**src/wd_pkg.sv**
```systemverilog
// Shared constants and types of the windowed watchdog
package wd_pkg;

   // Register port geometry
   localparam int ADDR_W = 4;
   localparam int DATA_W = 8;

   // Register map (word index equals address on the plain port)
   localparam logic [ADDR_W-1:0] A_CTRL     = 4'h0;
   localparam logic [ADDR_W-1:0] A_CLKCFG   = 4'h1;
   localparam logic [ADDR_W-1:0] A_ARM      = 4'h2;
   localparam logic [ADDR_W-1:0] A_STATUS   = 4'h3;
   localparam logic [ADDR_W-1:0] A_MASK     = 4'h4;
   localparam logic [ADDR_W-1:0] A_COUNT_LO = 4'h5;
   localparam logic [ADDR_W-1:0] A_COUNT_HI = 4'h6;
   localparam logic [ADDR_W-1:0] A_STATE    = 4'h7;

   // Control register fields
   localparam int RATE_W       = 3;
   localparam int CTRL_RATE_LSB = 0;
   localparam int CTRL_WMASK   = 5;
   localparam int CTRL_WINDOW  = 6;
   localparam logic [RATE_W-1:0] RATE_OFF = 3'h0;

   // Clock configuration register fields
   localparam int CFG_W        = 6;
   localparam int CFG_SEL_LOW  = 0;
   localparam int CFG_SEL_HIGH = 1;
   localparam int CFG_HOLD     = 2;
   localparam int CFG_PSEUDO_STOP_ENABLE     = 3;
   localparam int CFG_PCE      = 4;
   localparam int CFG_OSCILLATOR_ENABLE     = 5;
   localparam logic [CFG_W-1:0] CFG_RST = 6'h00;

   // Event bits shared by status and mask
   localparam int EV_W       = 3;
   localparam int EV_TIMEOUT = 0;
   localparam int EV_BADVAL  = 1;
   localparam int EV_EARLY   = 2;
   localparam logic [EV_W-1:0] EV_RST = 3'h0;

   // State register fields
   localparam int SS_LOCKED  = 0;
   localparam int SS_BUSY    = 1;
   localparam int SS_VECTOR  = 2;
   localparam int SS_PRELOAD = 3;
   localparam int SS_HALF    = 4;

   // Service values
   localparam logic [DATA_W-1:0] ARM_FIRST  = 8'h55;
   localparam logic [DATA_W-1:0] ARM_SECOND = 8'haa;

   // Watchdog counter
   localparam int CNT_W = 16;
   localparam int PER_W = CNT_W + 1;
   typedef logic [CNT_W-1:0] cnt_t;
   typedef logic [PER_W-1:0] per_t;

   // Reset generator timing in clock cycles
   localparam int RG_CNT_W         = 10;
   localparam int RST_DRIVE_CYCLES = 512;
   localparam int RST_WAIT_CYCLES  = 256;
   localparam logic [RG_CNT_W-1:0] RST_DRIVE_LAST = RG_CNT_W'(RST_DRIVE_CYCLES - 1);
   localparam logic [RG_CNT_W-1:0] RST_WAIT_LAST  = RG_CNT_W'(RST_WAIT_CYCLES - 1);

   typedef enum logic [1:0] {
      RG_IDLE,
      RG_DRIVE,
      RG_WAIT
   } rg_state_t;

endpackage

```
**src/wd_sync_if.sv**
```systemverilog
// Synchronised level and rising-edge pulse of one asynchronous input
`timescale 1ns/1ps
interface wd_sync_if;
   logic level;
   logic rise;
   modport src (output level, output rise);
   modport dst (input level, input rise);
endinterface

```
**src/wd_sync.sv**
```systemverilog
// Two-flop synchroniser with rising-edge detector
`timescale 1ns/1ps
module wd_sync #(
   parameter logic RST_VAL = 1'b0
) (
   input  wire logic   mclk_i,
   input  wire logic   arst_n_i,
   input  wire logic   async_i,
   wd_sync_if.src      sync_o
);

   logic meta_r;
   logic sync_r;
   logic prev_r;

   // First flop feeds only the second; edge taken on clean copies
   always_ff @(posedge mclk_i or negedge arst_n_i) begin
      if (!arst_n_i) begin
         meta_r <= RST_VAL;
         sync_r <= RST_VAL;
         prev_r <= RST_VAL;
      end else begin
         meta_r <= async_i;
         sync_r <= meta_r;
         prev_r <= sync_r;
      end
   end

   // Level and one-cycle edge pulse
   assign sync_o.level = sync_r;
   assign sync_o.rise  = sync_r & ~prev_r;

endmodule

```
**src/windowed_watchdog_timer.sv**
```systemverilog
// Windowed watchdog with service sequence, preload, write-once lock and reset generator
`timescale 1ns/1ps
module windowed_watchdog_timer #(
   parameter int             BASE_EXP        = 7,
   parameter logic [3:0]     WAKE_SYNC_TICKS = 4'h2
) (
   input  wire logic                        mclk_i,
   input  wire logic                        arst_n_i,
   input  wire logic [wd_pkg::ADDR_W-1:0]   addr_i,
   input  wire logic [wd_pkg::DATA_W-1:0]   wdata_i,
   input  wire logic                        wr_i,
   input  wire logic                        rd_i,
   output logic      [wd_pkg::DATA_W-1:0]   rdata_o,
   output logic                             irq_o,
   input  wire logic                        autonomous_rc_clock_i,
   input  wire logic                        internal_rc_clock_i,
   input  wire logic                        crystal_osc_clock_i,
   input  wire logic                        oscillator_up_i,
   input  wire logic                        stop_mode_i,
   input  wire logic                        normal_mode_i,
   input  wire logic                        nvm_valid_i,
   input  wire logic [wd_pkg::RATE_W-1:0]   nvm_rate_i,
   input  wire logic                        nvm_window_i,
   input  wire logic                        osc_fail_pending_i,
   input  wire logic                        rst_pin_i,
   output logic                             rst_pin_o,
   output logic                             rst_pin_oe_o,
   output logic                             sys_reset_o,
   output logic                             wd_vector_o
);

   // Synchronised views of the foreign-domain inputs
   wd_sync_if aclk_s ();
   wd_sync_if irc_s ();
   wd_sync_if osc_s ();
   wd_sync_if oscup_s ();
   wd_sync_if pin_s ();

   // Source clocks must stay below half the system rate to be seen
   wd_sync #(.RST_VAL(1'b0)) u_aclk (
      .mclk_i   (mclk_i),
      .arst_n_i (arst_n_i),
      .async_i  (autonomous_rc_clock_i),
      .sync_o   (aclk_s)
   );
   wd_sync #(.RST_VAL(1'b0)) u_irc (
      .mclk_i   (mclk_i),
      .arst_n_i (arst_n_i),
      .async_i  (internal_rc_clock_i),
      .sync_o   (irc_s)
   );
   wd_sync #(.RST_VAL(1'b0)) u_osc (
      .mclk_i   (mclk_i),
      .arst_n_i (arst_n_i),
      .async_i  (crystal_osc_clock_i),
      .sync_o   (osc_s)
   );
   wd_sync #(.RST_VAL(1'b0)) u_oscup (
      .mclk_i   (mclk_i),
      .arst_n_i (arst_n_i),
      .async_i  (oscillator_up_i),
      .sync_o   (oscup_s)
   );
   // Pin idles high through its pull-up
   wd_sync #(.RST_VAL(1'b1)) u_pin (
      .mclk_i   (mclk_i),
      .arst_n_i (arst_n_i),
      .async_i  (rst_pin_i),
      .sync_o   (pin_s)
   );

   // Configuration and state
   logic [wd_pkg::RATE_W-1:0] rate_r;
   logic                      window_r;
   logic                      locked_r;
   logic                      preload_pend_r;
   logic                      preload_on_r;
   logic [wd_pkg::CFG_W-1:0]  cfg_r;
   logic [wd_pkg::EV_W-1:0]   status_r;
   logic [wd_pkg::EV_W-1:0]   mask_r;
   wd_pkg::cnt_t              cnt_r;
   logic                      half_r;
   logic                      stop_prev_r;
   logic [3:0]                wake_cnt_r;
   logic                      cause_pend_r;
   wd_pkg::rg_state_t         rg_state_r;
   wd_pkg::rg_state_t         rg_state_nxt;
   logic [wd_pkg::RG_CNT_W-1:0] rg_cnt_r;
   logic [wd_pkg::RG_CNT_W-1:0] rg_cnt_nxt;
   logic [wd_pkg::DATA_W-1:0] rdata_r;
   logic                      irq_r;
   logic                      pin_oe_r;
   logic                      sys_reset_r;
   logic                      vector_r;

   // Decoded strobes
   logic ctrl_wr;
   logic cfg_wr;
   logic arm_wr;
   logic status_wr;
   logic mask_wr;

   assign ctrl_wr   = wr_i && (addr_i == wd_pkg::A_CTRL) && !preload_pend_r;
   assign cfg_wr    = wr_i && (addr_i == wd_pkg::A_CLKCFG);
   assign arm_wr    = wr_i && (addr_i == wd_pkg::A_ARM);
   assign status_wr = wr_i && (addr_i == wd_pkg::A_STATUS);
   assign mask_wr   = wr_i && (addr_i == wd_pkg::A_MASK);

   // Clock source choice and stop-mode behaviour
   logic sel_low;
   logic sel_high;
   logic tick;
   logic stop_run;
   logic enabled;
   logic rg_idle;
   logic count_en;

   assign sel_low  = cfg_r[wd_pkg::CFG_SEL_LOW];
   assign sel_high = cfg_r[wd_pkg::CFG_SEL_HIGH];
   assign tick     = sel_high ? aclk_s.rise :
                     (sel_low ? osc_s.rise : irc_s.rise);
   assign stop_run = sel_high ? !cfg_r[wd_pkg::CFG_HOLD] :
                     (cfg_r[wd_pkg::CFG_PSEUDO_STOP_ENABLE] && cfg_r[wd_pkg::CFG_PCE] && sel_low
                      && cfg_r[wd_pkg::CFG_OSCILLATOR_ENABLE] && oscup_s.level);
   assign enabled  = (rate_r != wd_pkg::RATE_OFF);
   assign rg_idle  = (rg_state_r == wd_pkg::RG_IDLE);
   assign count_en = enabled && tick && (!stop_mode_i || stop_run)
                     && (wake_cnt_r == 4'h0) && rg_idle
                     && !(stop_prev_r && sel_high && cfg_r[wd_pkg::CFG_HOLD]);

   // Period of the selected rate in counter ticks, doubling per code
   wd_pkg::per_t period;
   wd_pkg::cnt_t last_cnt;
   wd_pkg::cnt_t open_at;

   assign period   = wd_pkg::per_t'(1) << (BASE_EXP + int'(rate_r));
   assign last_cnt = wd_pkg::CNT_W'(period - wd_pkg::per_t'(1));
   assign open_at  = wd_pkg::CNT_W'(period - (period >> 2));

   // Service sequence checks
   logic svc_wr;
   logic bad_val;
   logic early;
   logic svc_first;
   logic svc_done;
   logic timeout;
   logic wd_event;

   assign svc_wr    = arm_wr && enabled && rg_idle;
   assign bad_val   = svc_wr && (wdata_i != wd_pkg::ARM_FIRST)
                      && (wdata_i != wd_pkg::ARM_SECOND);
   assign early     = svc_wr && !bad_val && window_r && (cnt_r < open_at);
   assign svc_first = svc_wr && !early && (wdata_i == wd_pkg::ARM_FIRST);
   assign svc_done  = svc_wr && !early && half_r
                      && (wdata_i == wd_pkg::ARM_SECOND);
   assign timeout   = count_en && (cnt_r == last_cnt);
   assign wd_event  = bad_val || early || timeout;

   // Preload at release, then one effective software write in normal mode
   always_ff @(posedge mclk_i or negedge arst_n_i) begin
      if (!arst_n_i) begin
         preload_pend_r <= 1'b1;
         preload_on_r   <= 1'b0;
         rate_r         <= wd_pkg::RATE_OFF;
         window_r       <= 1'b0;
         locked_r       <= 1'b0;
      end else if (preload_pend_r) begin
         preload_pend_r <= 1'b0;
         if (normal_mode_i && nvm_valid_i) begin
            rate_r       <= nvm_rate_i;
            window_r     <= nvm_window_i;
            preload_on_r <= (nvm_rate_i != wd_pkg::RATE_OFF);
         end
      end else if (ctrl_wr && !wdata_i[wd_pkg::CTRL_WMASK]) begin
         if (!normal_mode_i) begin
            // Special mode keeps the register freely writable
            rate_r   <= wdata_i[wd_pkg::CTRL_RATE_LSB +: wd_pkg::RATE_W];
            window_r <= wdata_i[wd_pkg::CTRL_WINDOW];
         end else if (!locked_r) begin
            locked_r <= 1'b1;
            window_r <= wdata_i[wd_pkg::CTRL_WINDOW];
            if (!(preload_on_r && (wdata_i[wd_pkg::CTRL_RATE_LSB +: wd_pkg::RATE_W]
                                   == wd_pkg::RATE_OFF))) begin
               rate_r <= wdata_i[wd_pkg::CTRL_RATE_LSB +: wd_pkg::RATE_W];
            end
         end
      end
   end

   // Clock configuration, reset to the internal RC source
   always_ff @(posedge mclk_i or negedge arst_n_i) begin
      if (!arst_n_i) begin
         cfg_r <= wd_pkg::CFG_RST;
      end else if (cfg_wr && !(normal_mode_i && locked_r)) begin
         cfg_r <= wdata_i[wd_pkg::CFG_W-1:0];
      end
   end

   // Half-sequence flag: set by the first byte, spent by the second
   always_ff @(posedge mclk_i or negedge arst_n_i) begin
      if (!arst_n_i) begin
         half_r <= 1'b0;
      end else if (wd_event || svc_done || !enabled) begin
         half_r <= 1'b0;
      end else if (svc_first) begin
         half_r <= 1'b1;
      end
   end

   // Watchdog counter; cleared on service, on any reset cause and while off
   always_ff @(posedge mclk_i or negedge arst_n_i) begin
      if (!arst_n_i) begin
         cnt_r <= '0;
      end else if (wd_event || svc_done || !enabled) begin
         cnt_r <= '0;
      end else if (count_en) begin
         cnt_r <= cnt_r + wd_pkg::cnt_t'(1);
      end
   end

   // Wake latency: hold-set autonomous source resyncs after stop exit
   always_ff @(posedge mclk_i or negedge arst_n_i) begin
      if (!arst_n_i) begin
         stop_prev_r <= 1'b0;
         wake_cnt_r  <= 4'h0;
      end else begin
         stop_prev_r <= stop_mode_i;
         if (stop_prev_r && !stop_mode_i && sel_high && cfg_r[wd_pkg::CFG_HOLD]) begin
            wake_cnt_r <= WAKE_SYNC_TICKS;
         end else if ((wake_cnt_r != 4'h0) && aclk_s.rise) begin
            wake_cnt_r <= wake_cnt_r - 4'h1;
         end
      end
   end

   // Reset generator sequencing
   always_comb begin
      rg_state_nxt = rg_state_r;
      rg_cnt_nxt   = rg_cnt_r;
      case (rg_state_r)
         wd_pkg::RG_IDLE: begin
            if (wd_event) begin
               rg_state_nxt = wd_pkg::RG_DRIVE;
               rg_cnt_nxt   = '0;
            end
         end
         wd_pkg::RG_DRIVE: begin
            if (rg_cnt_r == wd_pkg::RST_DRIVE_LAST) begin
               rg_state_nxt = wd_pkg::RG_WAIT;
               rg_cnt_nxt   = '0;
            end else begin
               rg_cnt_nxt = rg_cnt_r + wd_pkg::RG_CNT_W'(1);
            end
         end
         wd_pkg::RG_WAIT: begin
            if (rg_cnt_r == wd_pkg::RST_WAIT_LAST) begin
               rg_state_nxt = wd_pkg::RG_IDLE;
               rg_cnt_nxt   = '0;
            end else begin
               rg_cnt_nxt = rg_cnt_r + wd_pkg::RG_CNT_W'(1);
            end
         end
         default: begin
            rg_state_nxt = wd_pkg::RG_IDLE;
            rg_cnt_nxt   = '0;
         end
      endcase
   end

   // Sequencer flops and pin drive; pin is open drain, low when enabled
   always_ff @(posedge mclk_i or negedge arst_n_i) begin
      if (!arst_n_i) begin
         rg_state_r  <= wd_pkg::RG_IDLE;
         rg_cnt_r    <= '0;
         pin_oe_r    <= 1'b0;
         sys_reset_r <= 1'b0;
      end else begin
         rg_state_r  <= rg_state_nxt;
         rg_cnt_r    <= rg_cnt_nxt;
         pin_oe_r    <= (rg_state_nxt == wd_pkg::RG_DRIVE);
         sys_reset_r <= (rg_state_nxt != wd_pkg::RG_IDLE);
      end
   end

   // Cause pending and vector choice at the sampling point
   always_ff @(posedge mclk_i or negedge arst_n_i) begin
      if (!arst_n_i) begin
         cause_pend_r <= 1'b0;
         vector_r     <= 1'b0;
      end else if (rg_idle && wd_event) begin
         cause_pend_r <= 1'b1;
         vector_r     <= 1'b0;
      end else if ((rg_state_r == wd_pkg::RG_WAIT) && (rg_cnt_r == wd_pkg::RST_WAIT_LAST)) begin
         vector_r     <= pin_s.level && !osc_fail_pending_i && cause_pend_r;
         cause_pend_r <= 1'b0;
      end
   end

   // Sticky events; a new event beats a same-cycle clear
   always_ff @(posedge mclk_i or negedge arst_n_i) begin
      if (!arst_n_i) begin
         status_r <= wd_pkg::EV_RST;
      end else begin
         status_r <= (status_r & ~(status_wr ? wdata_i[wd_pkg::EV_W-1:0] : wd_pkg::EV_RST))
                     | {early, bad_val, timeout};
      end
   end

   // Mask register
   always_ff @(posedge mclk_i or negedge arst_n_i) begin
      if (!arst_n_i) begin
         mask_r <= wd_pkg::EV_RST;
      end else if (mask_wr) begin
         mask_r <= wdata_i[wd_pkg::EV_W-1:0];
      end
   end

   // Interrupt level, one cycle behind the status bits
   always_ff @(posedge mclk_i or negedge arst_n_i) begin
      if (!arst_n_i) begin
         irq_r <= 1'b0;
      end else begin
         irq_r <= |(status_r & mask_r);
      end
   end

   // Read port: data stand only in the cycle after the strobe
   always_ff @(posedge mclk_i or negedge arst_n_i) begin
      if (!arst_n_i) begin
         rdata_r <= '0;
      end else if (!rd_i) begin
         rdata_r <= '0;
      end else if (addr_i == wd_pkg::A_CTRL) begin
         rdata_r <= '0;
         rdata_r[wd_pkg::CTRL_RATE_LSB +: wd_pkg::RATE_W] <= rate_r;
         rdata_r[wd_pkg::CTRL_WINDOW]                       <= window_r;
      end else if (addr_i == wd_pkg::A_CLKCFG) begin
         rdata_r <= wd_pkg::DATA_W'(cfg_r);
      end else if (addr_i == wd_pkg::A_STATUS) begin
         rdata_r <= wd_pkg::DATA_W'(status_r);
      end else if (addr_i == wd_pkg::A_MASK) begin
         rdata_r <= wd_pkg::DATA_W'(mask_r);
      end else if (addr_i == wd_pkg::A_COUNT_LO) begin
         rdata_r <= cnt_r[wd_pkg::DATA_W-1:0];
      end else if (addr_i == wd_pkg::A_COUNT_HI) begin
         rdata_r <= cnt_r[wd_pkg::CNT_W-1:wd_pkg::DATA_W];
      end else if (addr_i == wd_pkg::A_STATE) begin
         rdata_r <= '0;
         rdata_r[wd_pkg::SS_LOCKED]  <= locked_r;
         rdata_r[wd_pkg::SS_BUSY]    <= !rg_idle;
         rdata_r[wd_pkg::SS_VECTOR]  <= vector_r;
         rdata_r[wd_pkg::SS_PRELOAD] <= preload_on_r;
         rdata_r[wd_pkg::SS_HALF]    <= half_r;
      end else begin
         rdata_r <= '0;                                                        // Arm and unmapped read zero
      end
   end

   // Outputs straight from flops; pin data is a constant low
   assign rdata_o      = rdata_r;
   assign irq_o        = irq_r;
   assign rst_pin_o    = 1'b0;
   assign rst_pin_oe_o = pin_oe_r;
   assign sys_reset_o  = sys_reset_r;
   assign wd_vector_o  = vector_r;

endmodule

```
**config.mk**
```make
export PLATFORM = sky130hd
export DESIGN_NAME = windowed_watchdog_timer
export DESIGN_NICKNAME = d
export VERILOG_FILES = /design/src/wd_pkg.sv /design/src/wd_sync_if.sv /design/src/wd_sync.sv /design/src/windowed_watchdog_timer.sv
export SDC_FILE = /design/constraint.sdc
export NUM_CORES = 1
export LEC_CHECK = 0
export BUFFER_PORTS_ARGS = -buffer_cell sky130_fd_sc_hd__buf_4
export CORE_MARGIN = 2
export CORE_UTILIZATION = 57
export CTS_CLUSTER_SIZE = 40
export DETAILED_ROUTE_END_ITERATION = 10
export GPL_TIMING_DRIVEN = 0
export PLACE_DENSITY = 0.77
export RECOVER_POWER = 50
export SETUP_SLACK_MARGIN = 0.4
export SLEW_MARGIN = 20
export SYNTH_ARGS = -nofsm -noshare
export SYNTH_HDL_FRONTEND = slang
export SYNTH_SLANG_ARGS = --single-unit
```
**constraint.sdc**
```tcl
create_clock -name mclk_i -period 6.75 [get_ports mclk_i]
set_input_delay 0.3375 -clock mclk_i [delete_from_list [all_inputs] [get_ports mclk_i]]
set_output_delay 0.3375 -clock mclk_i [all_outputs]
set_load 0.1 [all_outputs]
```
==> results of run 1 <==
[routing by layer]
layer,share of wire,wire length (um),GRT usage,up-vias
met3,0.056,652,0.0544,28
met4,0.022,254,0.0769,0
met2,0.49,5730,0.436,133
met5,0,0,0,-
li1,-,-,-,2003
met1,0.43,5020,0.344,2012
[stage by stage]
| stage | utilization | area, um2 | hold slack, ns |
|---|---|---|---|
| 4_1_cts | 0.663 | 5730 | 0.0727 |
| 5_1_grt | 0.662 | 5720 | 0.0778 |
| 3_3_place_gp | 0.638 | 5510 | 0.332 |
| 2_1_floorplan | - | 5090 | 0.0419 |
| 6_report | 0.662 | 5720 | 0.0865 |
| 3_5_place_dp | 0.638 | 5510 | 0.338 |
[how the worst min path moves through the flow]
stage	start	to	slack [ns]	cells after the start
2_1_floorplan	arst_n_i	cause_pend_r	0.04	0
3_3_place_gp	u_irc.meta_r	u_irc.sync_o.level	0.33	0
3_5_place_dp	u_irc.meta_r	u_irc.sync_o.level	0.34	0
4_1_cts	crystal_osc_clock_i	u_osc.meta_r	0.07	1
5_1_grt	rst_pin_i	u_pin.meta_r	0.08	1
6_report	rst_pin_i	u_pin.meta_r	0.09	1
[power groups by stage]
stage               logic [mW]  registers, mW  clock network [mW]
finish                   0.546          0.583               0.387
CTS                      0.544          0.582               0.393
detailed placement       0.539          0.591                   0
floorplan                0.345          0.645                   0
global route             0.611          0.589               0.411
global placement         0.518          0.586                   0
[synthesized netlist by cell type (4+ instances only)]
master	number
a21oi_1	18
and4_1	4
inv_1	25
nor3_1	6
xor2_1	17
a211oi_1	4
or3_1	5
a22oi_1	8
clkbuf_1	9
nand2_1	36
nand3b_1	7
o211ai_1	4
a22o_1	7
a21o_1	8
nand3_1	20
a31oi_1	8
xnor2_1	11
o21ai_0	26
mux2i_1	7
or2_2	4
mux2_2	14
dfrtp_1	76
nor2b_1	12
buf_6	4
nand4_1	11
nor2_1	54
nand2b_1	9
ha_1	35
o21a_1	7
and3_1	6
[flip-flops by register name, indices dropped and copies added, names as in the netlist, 2 cells and up]
signal / cells
wake_cnt_r: 4
cfg_r: 6
cnt_r: 16
status_r: 3
rg_cnt_r: 10
rg_state_r: 2
rdata_o: 8
rate_r: 3
mask_r: 3
[critical path, stage by stage (launching register included)]
cell	delay (ns)
dfrtp_1	0.39
buf_6	0.14
clkbuf_1	0.24
or3_1	0.48
ha_1	0.37
o21a_1	0.12
o21ai_0	0.16
a21oi_1	0.09
o221ai_1	0.27
a21oi_1	0.15
a31oi_1	0.29
o211ai_1	0.15
ha_1	0.33
nand4_1	0.10
nand3b_1	0.08
a211oi_1	0.31
o211ai_1	0.32
nor4b_1	0.25
or3_1	0.33
buf_6	0.15
buf_6	0.14
nor2_1	0.11
[cell families (layout without fill, tap and decap cells)]
| kind of cell | after synthesis | in the layout | share of synthesized area |
|---|---|---|---|
| compound gates | 115 | 115 | 0.160 |
| xor+xnor | 28 | 28 | 0.0487 |
| fa+ha+maj | 36 | 36 | 0.0910 |
| buf+inv | 44 | 98 | 0.0417 |
| flops | 79 | 79 | 0.393 |
| mux | 23 | 23 | 0.0542 |
| other cells | 2 | 17 | 0.00149 |
| simple gates | 195 | 195 | 0.209 |
[final cells by class]
cell class | count | area, um2
clock inverters | 5 | 82.6
multi-input cells | 414 | 2900
flip-flops and latches | 79 | 1980
inverters | 25 | 93.8
plain buffers | 19 | 116
fillers | 722 | 2920
repair buffers | 38 | 278
well taps | 108 | 135
clock buffers | 11 | 131
==> flow_summary_export.csv, run 1 <==
group,metric,value,unit
cells_and_area,fin_nets,651,
clock_network,clock_tree_buf_depth,2,
die,design.core.area,0.00864,mm2
drt,via_count,4176,
drt,drt_first_pass_iters,5,
timing,timing.final.crit_share,0.747,
synth,yosysWarningCount,0,
clock_network,worst_setup_hold_path_clk_slew,0.08,ns
grt,grt_start_max_net_pins,80,
power_and_ir_drop,max-vdd-ir-drop,0.207,mV
timing,finalWorstSetupSlack,1.71,ns
setup_path,timing.critical_path.from,"rate_r[2]",
drt,routed_via_density,5.97,
grt,first_global_vias,4243,
grt,antenna_found_initial,0,
power_and_ir_drop,power_density,265,mW/mm2
setup_path,reg2regPathDepth,21,
setup_path,timing.rr.end,"cnt_r[5]",
power_and_ir_drop,share_comb_of_total_power,0.360,
placement,place.gp.congestion,0.905,
power_and_ir_drop,netSwitchingFraction,0.369,
clock_network,tritoncts_clock_tree,"built",
setup_path,timing.critical_path.arrival,5.32,ns
grt,grtUsageTotal,0.261,
timing,finalMaxSlewViolations,80,
setup_path,critical_path.endpoint,"cnt_r[5]",
power_and_ir_drop,switchingPower,559,uW
synth,number_of_different_library_cells_in_the_post_synthesis_netlist,72,
timing,fin_skew,0.00899,ns
drt,drt.antenna.violating_nets,0,
cells_and_area,drive_above_1_share,0.162,
timing,timing.setup.tns,0,ns
clock_network,tritoncts_buffers,9,
synth,synth_top_flop_cell,"dfrtp_1",
grt,grt_pass1_wl,20.4,mm
timing,total_of_endpoints_with_negative_setup_slack_in_the_final_report,0,
placement,port_buffers,38,
cells_and_area,area_delta_synth_final,13.6,%
placement,place_ws,1.78,ns
timing,timing_worst_slew_pin_value,4.20,ns
grt,overall_overflow_remaining_after_global_route,0,
die,rows,34,
setup_path,critical_path_required,7.03,ns
power_and_ir_drop,internal_power,956,uW
drt,drt-total-wl,11.7,mm
setup_path,startpoint_type,"register",
placement,placed_cells,683,
setup_path,crit_path_end_kind,"register",
drt,wire_per_inst,16.7,um
flow_run,max_cap_violations,1,
timing,setup_repair_after_global_routing_missed_its_margin,"false",
synth,synth_area_leaders,"dfrtp_1 38%, ha_1 8.7%, nor2_1 4.0%",
placement,place_hpwl,8.77,mm
worst_hold_path,hold_path_class,"input port to register",
synth,syn_area,0.00503,mm2
drt,drcViolationCount,0,
setup_path,reg2reg_from,"rate_r[2]",
die,die-height,98.0,um
power_and_ir_drop,power.leakage,2.69,nW
run_status,failed_checks,"capacitance limit, slew limit",
run_status,status,"finished with violations",
timing,timing.slew.headroom,-1.80,
drt,detailed_route_iter0_violations,185,
cells_and_area,layout.cells.non_filler,699,
synth,synth-edff-count,0,
synth,postSynthCellCount,522,
synth,syn-mean-instance-area,9.65,um2
power_and_ir_drop,clockPowerShare,0.255,
synth,asyncSetResetFlopFracSynth,1.00,
setup_path,register_to_register_setup_slack,1.71,ns
cells_and_area,n_antenna_cell,0,
die,io_pins,42,
clock_network,holdBufCountCts,0,
clock_network,clock_sink_count,79,
power_and_ir_drop,p_seq_frac,0.385,
synth,synth_top_area_cell,"dfrtp_1",
clock_network,cts-root-buf,"clkbuf_8",
setup_path,worst-setup-path-type,"register to register",
synth,register_bit_total_from_synthesis,79,
timing,final-hold-violation-count,0,
synth,proportion_of_synthesized_chip_area_in_sequential_cells,0.393,
die,start_util,0.583,
timing,post-route-min-period,5.04,ns
power_and_ir_drop,design_power_total,1.52,mW
synth,share_of_the_synthesized_area_in_the_top_cell_type,0.378,
cells_and_area,most-common-layout-cells,"76 x dfrtp_1, 54 x nor2_1, 36 x nand2_1",
die,fp.dieArea,0.00960,mm2
setup_path,maximum_fanout_along_the_worst_path,10,
clock_network,cts-resized-gates,0,
clock_network,post_cts_buffers,0,
clock_network,max_h_tree_level,3,
die,chipWidth,98.0,um
timing,max_clock_freq,198,MHz
clock_network,clkLatencyLatePin,0.35,ns
cells_and_area,most_frequent_standard_cell_in_the_layout_excluding_fill_and_tap_cells,"dfrtp_1",
(Power assumes the default switching activity.)
==> inputs of run 2 (changes only) <==
==> constraint.sdc (replaced) <==
create_clock -name mclk_i -period 5.2 [get_ports mclk_i]
set_input_delay 0.26 -clock mclk_i [delete_from_list [all_inputs] [get_ports mclk_i]]
set_output_delay 0.26 -clock mclk_i [all_outputs]
set_load 0.1 [all_outputs]
==> run 2 against run 1 <==
The flow still finishes with violations (capacitance limit, slew limit). Clock skew is 0.0026 ns higher. Cell area is 2.2% higher. Worst hold slack worse by 0.047 ns. First-iteration DRC count is 36% higher. Final cell count is 1.1% higher. Combinational power is 36% higher. Maximum frequency is 11% higher.
==> flow_summary_export.csv, run 2 (synthesis gave the netlist of run 1 again) <==
group,metric,value,unit
cells_and_area,drive_above_1_share,0.182,
timing,post-route-min-period,4.52,ns
cells_and_area,fin_nets,659,
die,die-height,98.0,um
setup_path,startpoint_type,"register",
setup_path,maximum_fanout_along_the_worst_path,10,
clock_network,clock_sink_count,79,
timing,timing.setup.tns,0,ns
clock_network,max_h_tree_level,3,
power_and_ir_drop,max-vdd-ir-drop,0.272,mV
drt,routed_via_density,5.93,
placement,place_hpwl,8.77,mm
worst_hold_path,hold_path_class,"input port to register",
worst_hold_path,min_from,"autonomous_rc_clock_i",
grt,overall_overflow_remaining_after_global_route,0,
cells_and_area,area_delta_synth_final,16.1,%
clock_network,clock_tree_buf_depth,2,
placement,placement_cell_area,0.00551,mm2
timing,timing.final.crit_share,0.870,
die,fp.dieArea,0.00960,mm2
setup_path,crit_path_end_kind,"register",
timing,final-hold-violation-count,0,
grt,antenna_found_initial,0,
die,design.core.area,0.00864,mm2
cells_and_area,most-common-layout-cells,"76 x dfrtp_1, 54 x nor2_1, 37 x buf_4",
cells_and_area,layout.cells.non_filler,707,
drt,drcViolationCount,0,
cells_and_area,largest_register_ffs,16,
setup_path,timing.rr.end,"cnt_r[5]",
timing,max_clock_freq,221,MHz
clock_network,tritoncts_buffers,9,
grt,grtUsageTotal,0.264,
timing,finalMaxSlewViolations,80,
flow_run,max_cap_violations,1,
cells_and_area,layout.cell_area.non_filler,0.00584,mm2
cells_and_area,fill_cells,703,
die,start_util,0.583,
timing,timing.slew.headroom,-1.41,
drt,drt-total-wl,11.8,mm
cells_and_area,regMostFlops,"cnt_r",
drt,wire_per_inst,16.8,um
clock_network,cts-root-buf,"clkbuf_8",
setup_path,reg2reg_from,"rate_r[0]",
drt,drt_first_pass_iters,5,
timing,timing_worst_slew_pin_value,3.62,ns
cells_and_area,most_frequent_standard_cell_in_the_layout_excluding_fill_and_tap_cells,"dfrtp_1",
setup_path,register_to_register_setup_slack,0.68,ns
drt,drt.antenna.violating_nets,0,
timing,total_of_endpoints_with_negative_setup_slack_in_the_final_report,0,
die,io_pins,42,
setup_path,worst-setup-path-type,"register to register",
drt,detailed_route_iter0_violations,252,
die,rows,34,
grt,first_global_vias,4302,
run_status,status,"finished with violations",
worst_hold_path,hold_critical_path_depth,1,
die,chipWidth,98.0,um
clock_network,clkLatencyLatePin,0.35,ns
placement,place.gp.congestion,0.905,
run_status,failed_checks,"capacitance limit, slew limit",
placement,port_buffers,38,
placement,placed_cells,683,
setup_path,reg2regPathDepth,20,
clock_network,tritoncts_clock_tree,"built",
timing,fin_skew,0.0116,ns
grt,grt_pass1_wl,20.6,mm
worst_hold_path,min_to,"u_aclk.meta_r",
grt,grt_start_max_net_pins,80,
power_and_ir_drop,power.leakage,2.74,nW
power_and_ir_drop,design_power_total,2.00,mW
setup_path,timing.critical_path.arrival,4.80,ns
power_and_ir_drop,power_density,342,mW/mm2
setup_path,critical_path_required,5.47,ns
timing,setup_repair_after_global_routing_missed_its_margin,"false",
drt,via_count,4193,
cells_and_area,n_antenna_cell,0,
clock_network,worst_setup_hold_path_clk_slew,0.08,ns
## run 2: cell types whose count changed in the layout (fill, tap and decap cells not counted), moves of 2 or more
cell           before  now
buf_4              34   37
clkbuf_1           13   10
dlygate4sd3_1       0    5
ha_1               35   33
## run 2: worst max path at each step
stage,from,endpoint,slack (ns),cells past startpoint
floorplan,rate_r[2],cnt_r[9],1.06,21
global placement,rate_r[2],cnt_r[4],0.38,21
detailed placement,rate_r[2],cnt_r[5],0.23,21
CTS,rate_r[0],cnt_r[5],0.42,19
global route,rate_r[2],cnt_r[5],0.41,20
finish,rate_r[0],cnt_r[5],0.68,20
## run 2: critical path, stage by stage, from the launching register on
cell and delay [ns]:
dfrtp_1 0.48, clkbuf_4 0.26, or3b_2 0.48, ha_1 0.35, o21ai_0 0.10, a21oi_1 0.10
o221ai_2 0.20, a21oi_2 0.11, a31oi_2 0.24, o211ai_1 0.13, ha_1 0.35, nand4_1 0.16
nor2_1 0.13, o31ai_1 0.09, o211ai_1 0.17, buf_4 0.20, nand3b_4 0.10, or3_1 0.38
buf_6 0.15, buf_6 0.14, nor2_1 0.11
## run 2: per-stage QoR
stage	util	worst slack (ns)	hold slack [ns]
floorplan	-	1.06	-0.0356
global placement	0.638	0.384	0.332
detailed placement	0.638	0.227	0.338
CTS	0.669	0.424	0.000694
global route	0.677	0.414	0.0241
finish	0.677	0.677	0.0393
## run 2: layer usage
| metal | part of all wire | vias to the layer above | GRT usage | routed length, um |
|---|---|---|---|---|
| met2 | 0.50 | 130 | 0.444 | 5920 |
| met5 | 0 | - | 0 | 0 |
| met4 | 0.020 | 0 | 0.0769 | 238 |
| met1 | 0.43 | 2026 | 0.349 | 5070 |
| li1 | - | 2014 | - | - |
| met3 | 0.052 | 23 | 0.0537 | 611 |
## run 2: where the power goes
part,leakage [nW],total [mW],internal [mW],switching [mW]
clock,0.108,0.502,0.273,0.229
sequential,1.02,0.757,0.690,0.0678
combinational,1.61,0.741,0.299,0.442
## run 2: area by class of cell
class	instances	area [um2]	area share
well taps	108	135	0.0231
repair buffers	46	357	0.0610
clock buffers	11	131	0.0225
clock inverters	5	82.6	0.0141
plain buffers	19	121	0.0208
flip-flops and latches	79	1980	0.339
multi-input cells	414	2940	0.503
inverters	25	93.8	0.0161
## run 2: what timing repair did
action                                  in CTS  in global routing
hold buffers                                 2                  3
endpoints found under the setup margin      28                 29
pin swaps                                    2                  8
buffers inserted                             3                  0
endpoints found under the hold margin        2                 14
resized for setup                            2                 13
==> inputs of run 3 (changes only) <==
--- a/config.mk
+++ b/config.mk
@@ -5,13 +5,14 @@
 export SDC_FILE = /design/constraint.sdc
 export NUM_CORES = 1
 export LEC_CHECK = 0
+export ABC_AREA = 1
 export BUFFER_PORTS_ARGS = -buffer_cell sky130_fd_sc_hd__buf_4
 export CORE_MARGIN = 2
 export CORE_UTILIZATION = 57
 export CTS_CLUSTER_SIZE = 40
 export DETAILED_ROUTE_END_ITERATION = 10
 export GPL_TIMING_DRIVEN = 0
-export PLACE_DENSITY = 0.77
+export PLACE_DENSITY = 0.76
 export RECOVER_POWER = 50
 export SETUP_SLACK_MARGIN = 0.4
 export SLEW_MARGIN = 20
==> run 3 against run 2 <==
The run still ends with capacitance limit, slew limit left. Clock-buffer cell count decreased by 1. Worst setup slack improved by 0.48 ns. Critical path depth grew 8. Area after synthesis up 2.2%. Global-route usage about the same. Sequential cell count unchanged. Largest cell class unchanged.
==> flow_summary_export.csv, run 3 <==
group,metric,value,unit
clock_network,cts-root-buf,"clkbuf_8",
drt,drt.antenna.violating_nets,0,
clock_network,post_cts_buffers,0,
timing,max_clock_freq,247,MHz
grt,first_global_vias,4485,
clock_network,tritoncts_buffers,9,
synth,number_of_different_library_cells_in_the_post_synthesis_netlist,45,
drt,routed_via_density,5.46,
timing,final-hold-violation-count,0,
placement,place.gp.congestion,0.925,
cells_and_area,regMostFlops,"cnt_r",
placement,placement_cell_area,0.00564,mm2
run_status,status,"finished with violations",
clock_network,worst_setup_hold_path_clk_slew,0.08,ns
grt,grtUsageTotal,0.264,
synth,register_bit_total_from_synthesis,79,
run_status,failed_checks,"capacitance limit, slew limit",
die,die-height,99.0,um
drt,wire_per_inst,14.4,um
timing,timing.setup.tns,0,ns
setup_path,timing.critical_path.slowest_stage_cell,"dfrtp_1",
cells_and_area,layout.cell_area.non_filler,0.00588,mm2
die,design.core.area,0.00872,mm2
synth,yosysWarningCount,0,
drt,drcViolationCount,0,
cells_and_area,n_antenna_cell,0,
synth,synth-edff-count,0,
power_and_ir_drop,max-vdd-ir-drop,0.235,mV
setup_path,maximum_fanout_along_the_worst_path,10,
timing,timing_worst_slew_pin_value,3.54,ns
synth,asyncSetResetFlopFracSynth,1.00,
synth,postSynthCellCount,679,
cells_and_area,drive_above_1_share,0.121,
clock_network,tritoncts_clock_tree,"built",
timing,setup_repair_after_global_routing_missed_its_margin,"false",
setup_path,startpoint_type,"register",
grt,grt_pass1_wl,21.1,mm
power_and_ir_drop,power.leakage,2.98,nW
synth,synth_area_leaders,"dfrtp_1 37%, nand2_1 12%, ha_1 8.5%",
clock_network,clkLatencyLatePin,0.35,ns
worst_hold_path,hold_path_class,"input port to register",
drt,via_count,4698,
cells_and_area,fin_nets,813,
cells_and_area,most_frequent_standard_cell_in_the_layout_excluding_fill_and_tap_cells,"nand2_1",
setup_path,critical_path_required,5.43,ns
synth,synth_top_flop_cell,"dfrtp_1",
cells_and_area,final_util,0.675,
synth,syn-mean-instance-area,7.58,um2
cells_and_area,largest_register_ffs,16,
setup_path,crit_path_end_kind,"register",
clock_network,clock_sink_count,79,
setup_path,timing.critical_path.arrival,4.28,ns
grt,antenna_found_initial,0,
timing,finalMaxSlewViolations,80,
drt,drt-total-wl,12.4,mm
cells_and_area,area_delta_synth_final,14.4,%
die,rows,34,
drt,detailed_route_iter0_violations,349,
synth,syn_area,0.00514,mm2
clock_network,clock_tree_buf_depth,2,
die,start_util,0.590,
synth,synth_most_common_cell,"nand2_1",
drt,drt_first_pass_iters,6,
die,chipWidth,99.0,um
setup_path,timing.critical_path.mode_cell,"nand2_1",
synth,synth.top_cells.by_count,"161 x nand2_1, 96 x inv_1, 76 x dfrtp_1",
synth,share_of_the_synthesized_area_in_the_top_cell_type,0.370,
setup_path,critical-path-max-stage-delay,0.38,ns
flow_run,max_cap_violations,1,
synth,proportion_of_synthesized_chip_area_in_sequential_cells,0.385,
synth,synth_top_area_cell,"dfrtp_1",
cells_and_area,most-common-layout-cells,"161 x nand2_1, 96 x inv_1, 76 x dfrtp_1",
timing,total_of_endpoints_with_negative_setup_slack_in_the_final_report,0,
timing,fin_skew,0.0133,ns
clock_network,cts-resized-gates,0,
timing,timing.slew.headroom,-1.36,
grt,grt_start_max_net_pins,80,
clock_network,max_h_tree_level,3,
timing,post-route-min-period,4.05,ns
grt,overall_overflow_remaining_after_global_route,0,
placement,place_hpwl,9.57,mm
die,fp.dieArea,0.00980,mm2
power_and_ir_drop,power_density,344,mW/mm2
timing,timing.final.crit_share,0.778,
setup_path,worst-setup-path-type,"register to register",
die,io_pins,42,
placement,port_buffers,40,
run 3: cell count changes after synthesis, moves of 7 or more:
cell / before / now
mux2_2: 14 / 2
clkbuf_1: 9 / 2
nand2_1: 36 / 161
nor2_2: 0 / 11
a22o_1: 7 / 0
nor2b_1: 12 / 0
o21a_1: 7 / 0
nand2b_1: 9 / 0
a21o_1: 8 / 1
nor2_1: 54 / 64
inv_1: 25 / 96
nor3_1: 6 / 15
o21ai_0: 26 / 51
nand3_1: 20 / 42
run 3: final cells by class:
cell class | count | area [um2]
multi-input combinational | 508 | 2790
clock buffer | 10 | 128
clock inverter | 6 | 91.3
fill | 741 | 2840
sequential | 79 | 1980
buffer | 7 | 58.8
tap | 108 | 135
inverter | 100 | 375
timing repair buffer | 43 | 329
run 3: critical path: cells and delay by family (launching register included):
kind | cells | cell delay [ns]
flops | 1 | 0.38
fa+ha+maj | 2 | 0.70
simple gates | 19 | 1.79
buf+inv | 5 | 0.59
compound gates | 2 | 0.48
run 3: logic make-up (layout without fill, tap and decap cells):
family,count (synthesis),count (layout),synth area share
and+or+nand+nor,330,330,0.286
buffers and inverters,107,166,0.0844
AOI/OAI and AO/OA,96,96,0.103
DFF,79,79,0.385
adders and majority gates,36,36,0.0890
xor gates and xnor gates,26,26,0.0443
muxes,3,3,0.00632
other,2,17,0.00146
run 3: per-layer routing:
metal / track usage / routed length, um / vias up / share of wire
met4: 0.0727 / 186 / 0 / 0.015
met2: 0.436 / 5920 / 166 / 0.48
li1: - / - / 2336 / -
met3: 0.0340 / 783 / 18 / 0.063
met1: 0.369 / 5520 / 2178 / 0.45
met5: 0 / 0 / - / 0
run 3: worst paths after layout:
check | endpoint | depth (start not counted) | slack (ns) | from
worst max-delay path | cnt_r[10] | 28 | 1.15 | rate_r[1]
max in group asynchronous | locked_r | 2 | 1.34 | arst_n_i
worst max register to register | cnt_r[10] | 28 | 1.15 | rate_r[1]
min in group asynchronous | cnt_r[1] | 2 | 1.85 | arst_n_i
worst min-delay path | u_pin.meta_r | 1 | 0.02 | rst_pin_i
worst min register to register | u_oscup.sync_o.level | 0 | 0.35 | u_oscup.meta_r
run 3: power breakdown:
group          internal (mW)  switching, mW
combinational          0.257          0.510
clock                  0.274          0.233
sequential             0.683         0.0624
run 3: repair_timing:
item	in CTS	in global routing
hold endpoints to repair	2	4
setup endpoints to repair	0	0
hold buffers	2	1
run 3: per-stage QoR:
step	power [mW]	hold WS [ns]	cells	worst slack, ns
global placement	1.49	0.334	842	1.25
detailed placement	1.52	0.336	842	1.20
floorplan	1.32	-0.0356	694	1.79
finish	2.02	0.0206	861	1.15
CTS	2.03	0.00297	860	1.17
global route	2.15	0.00643	861	0.476
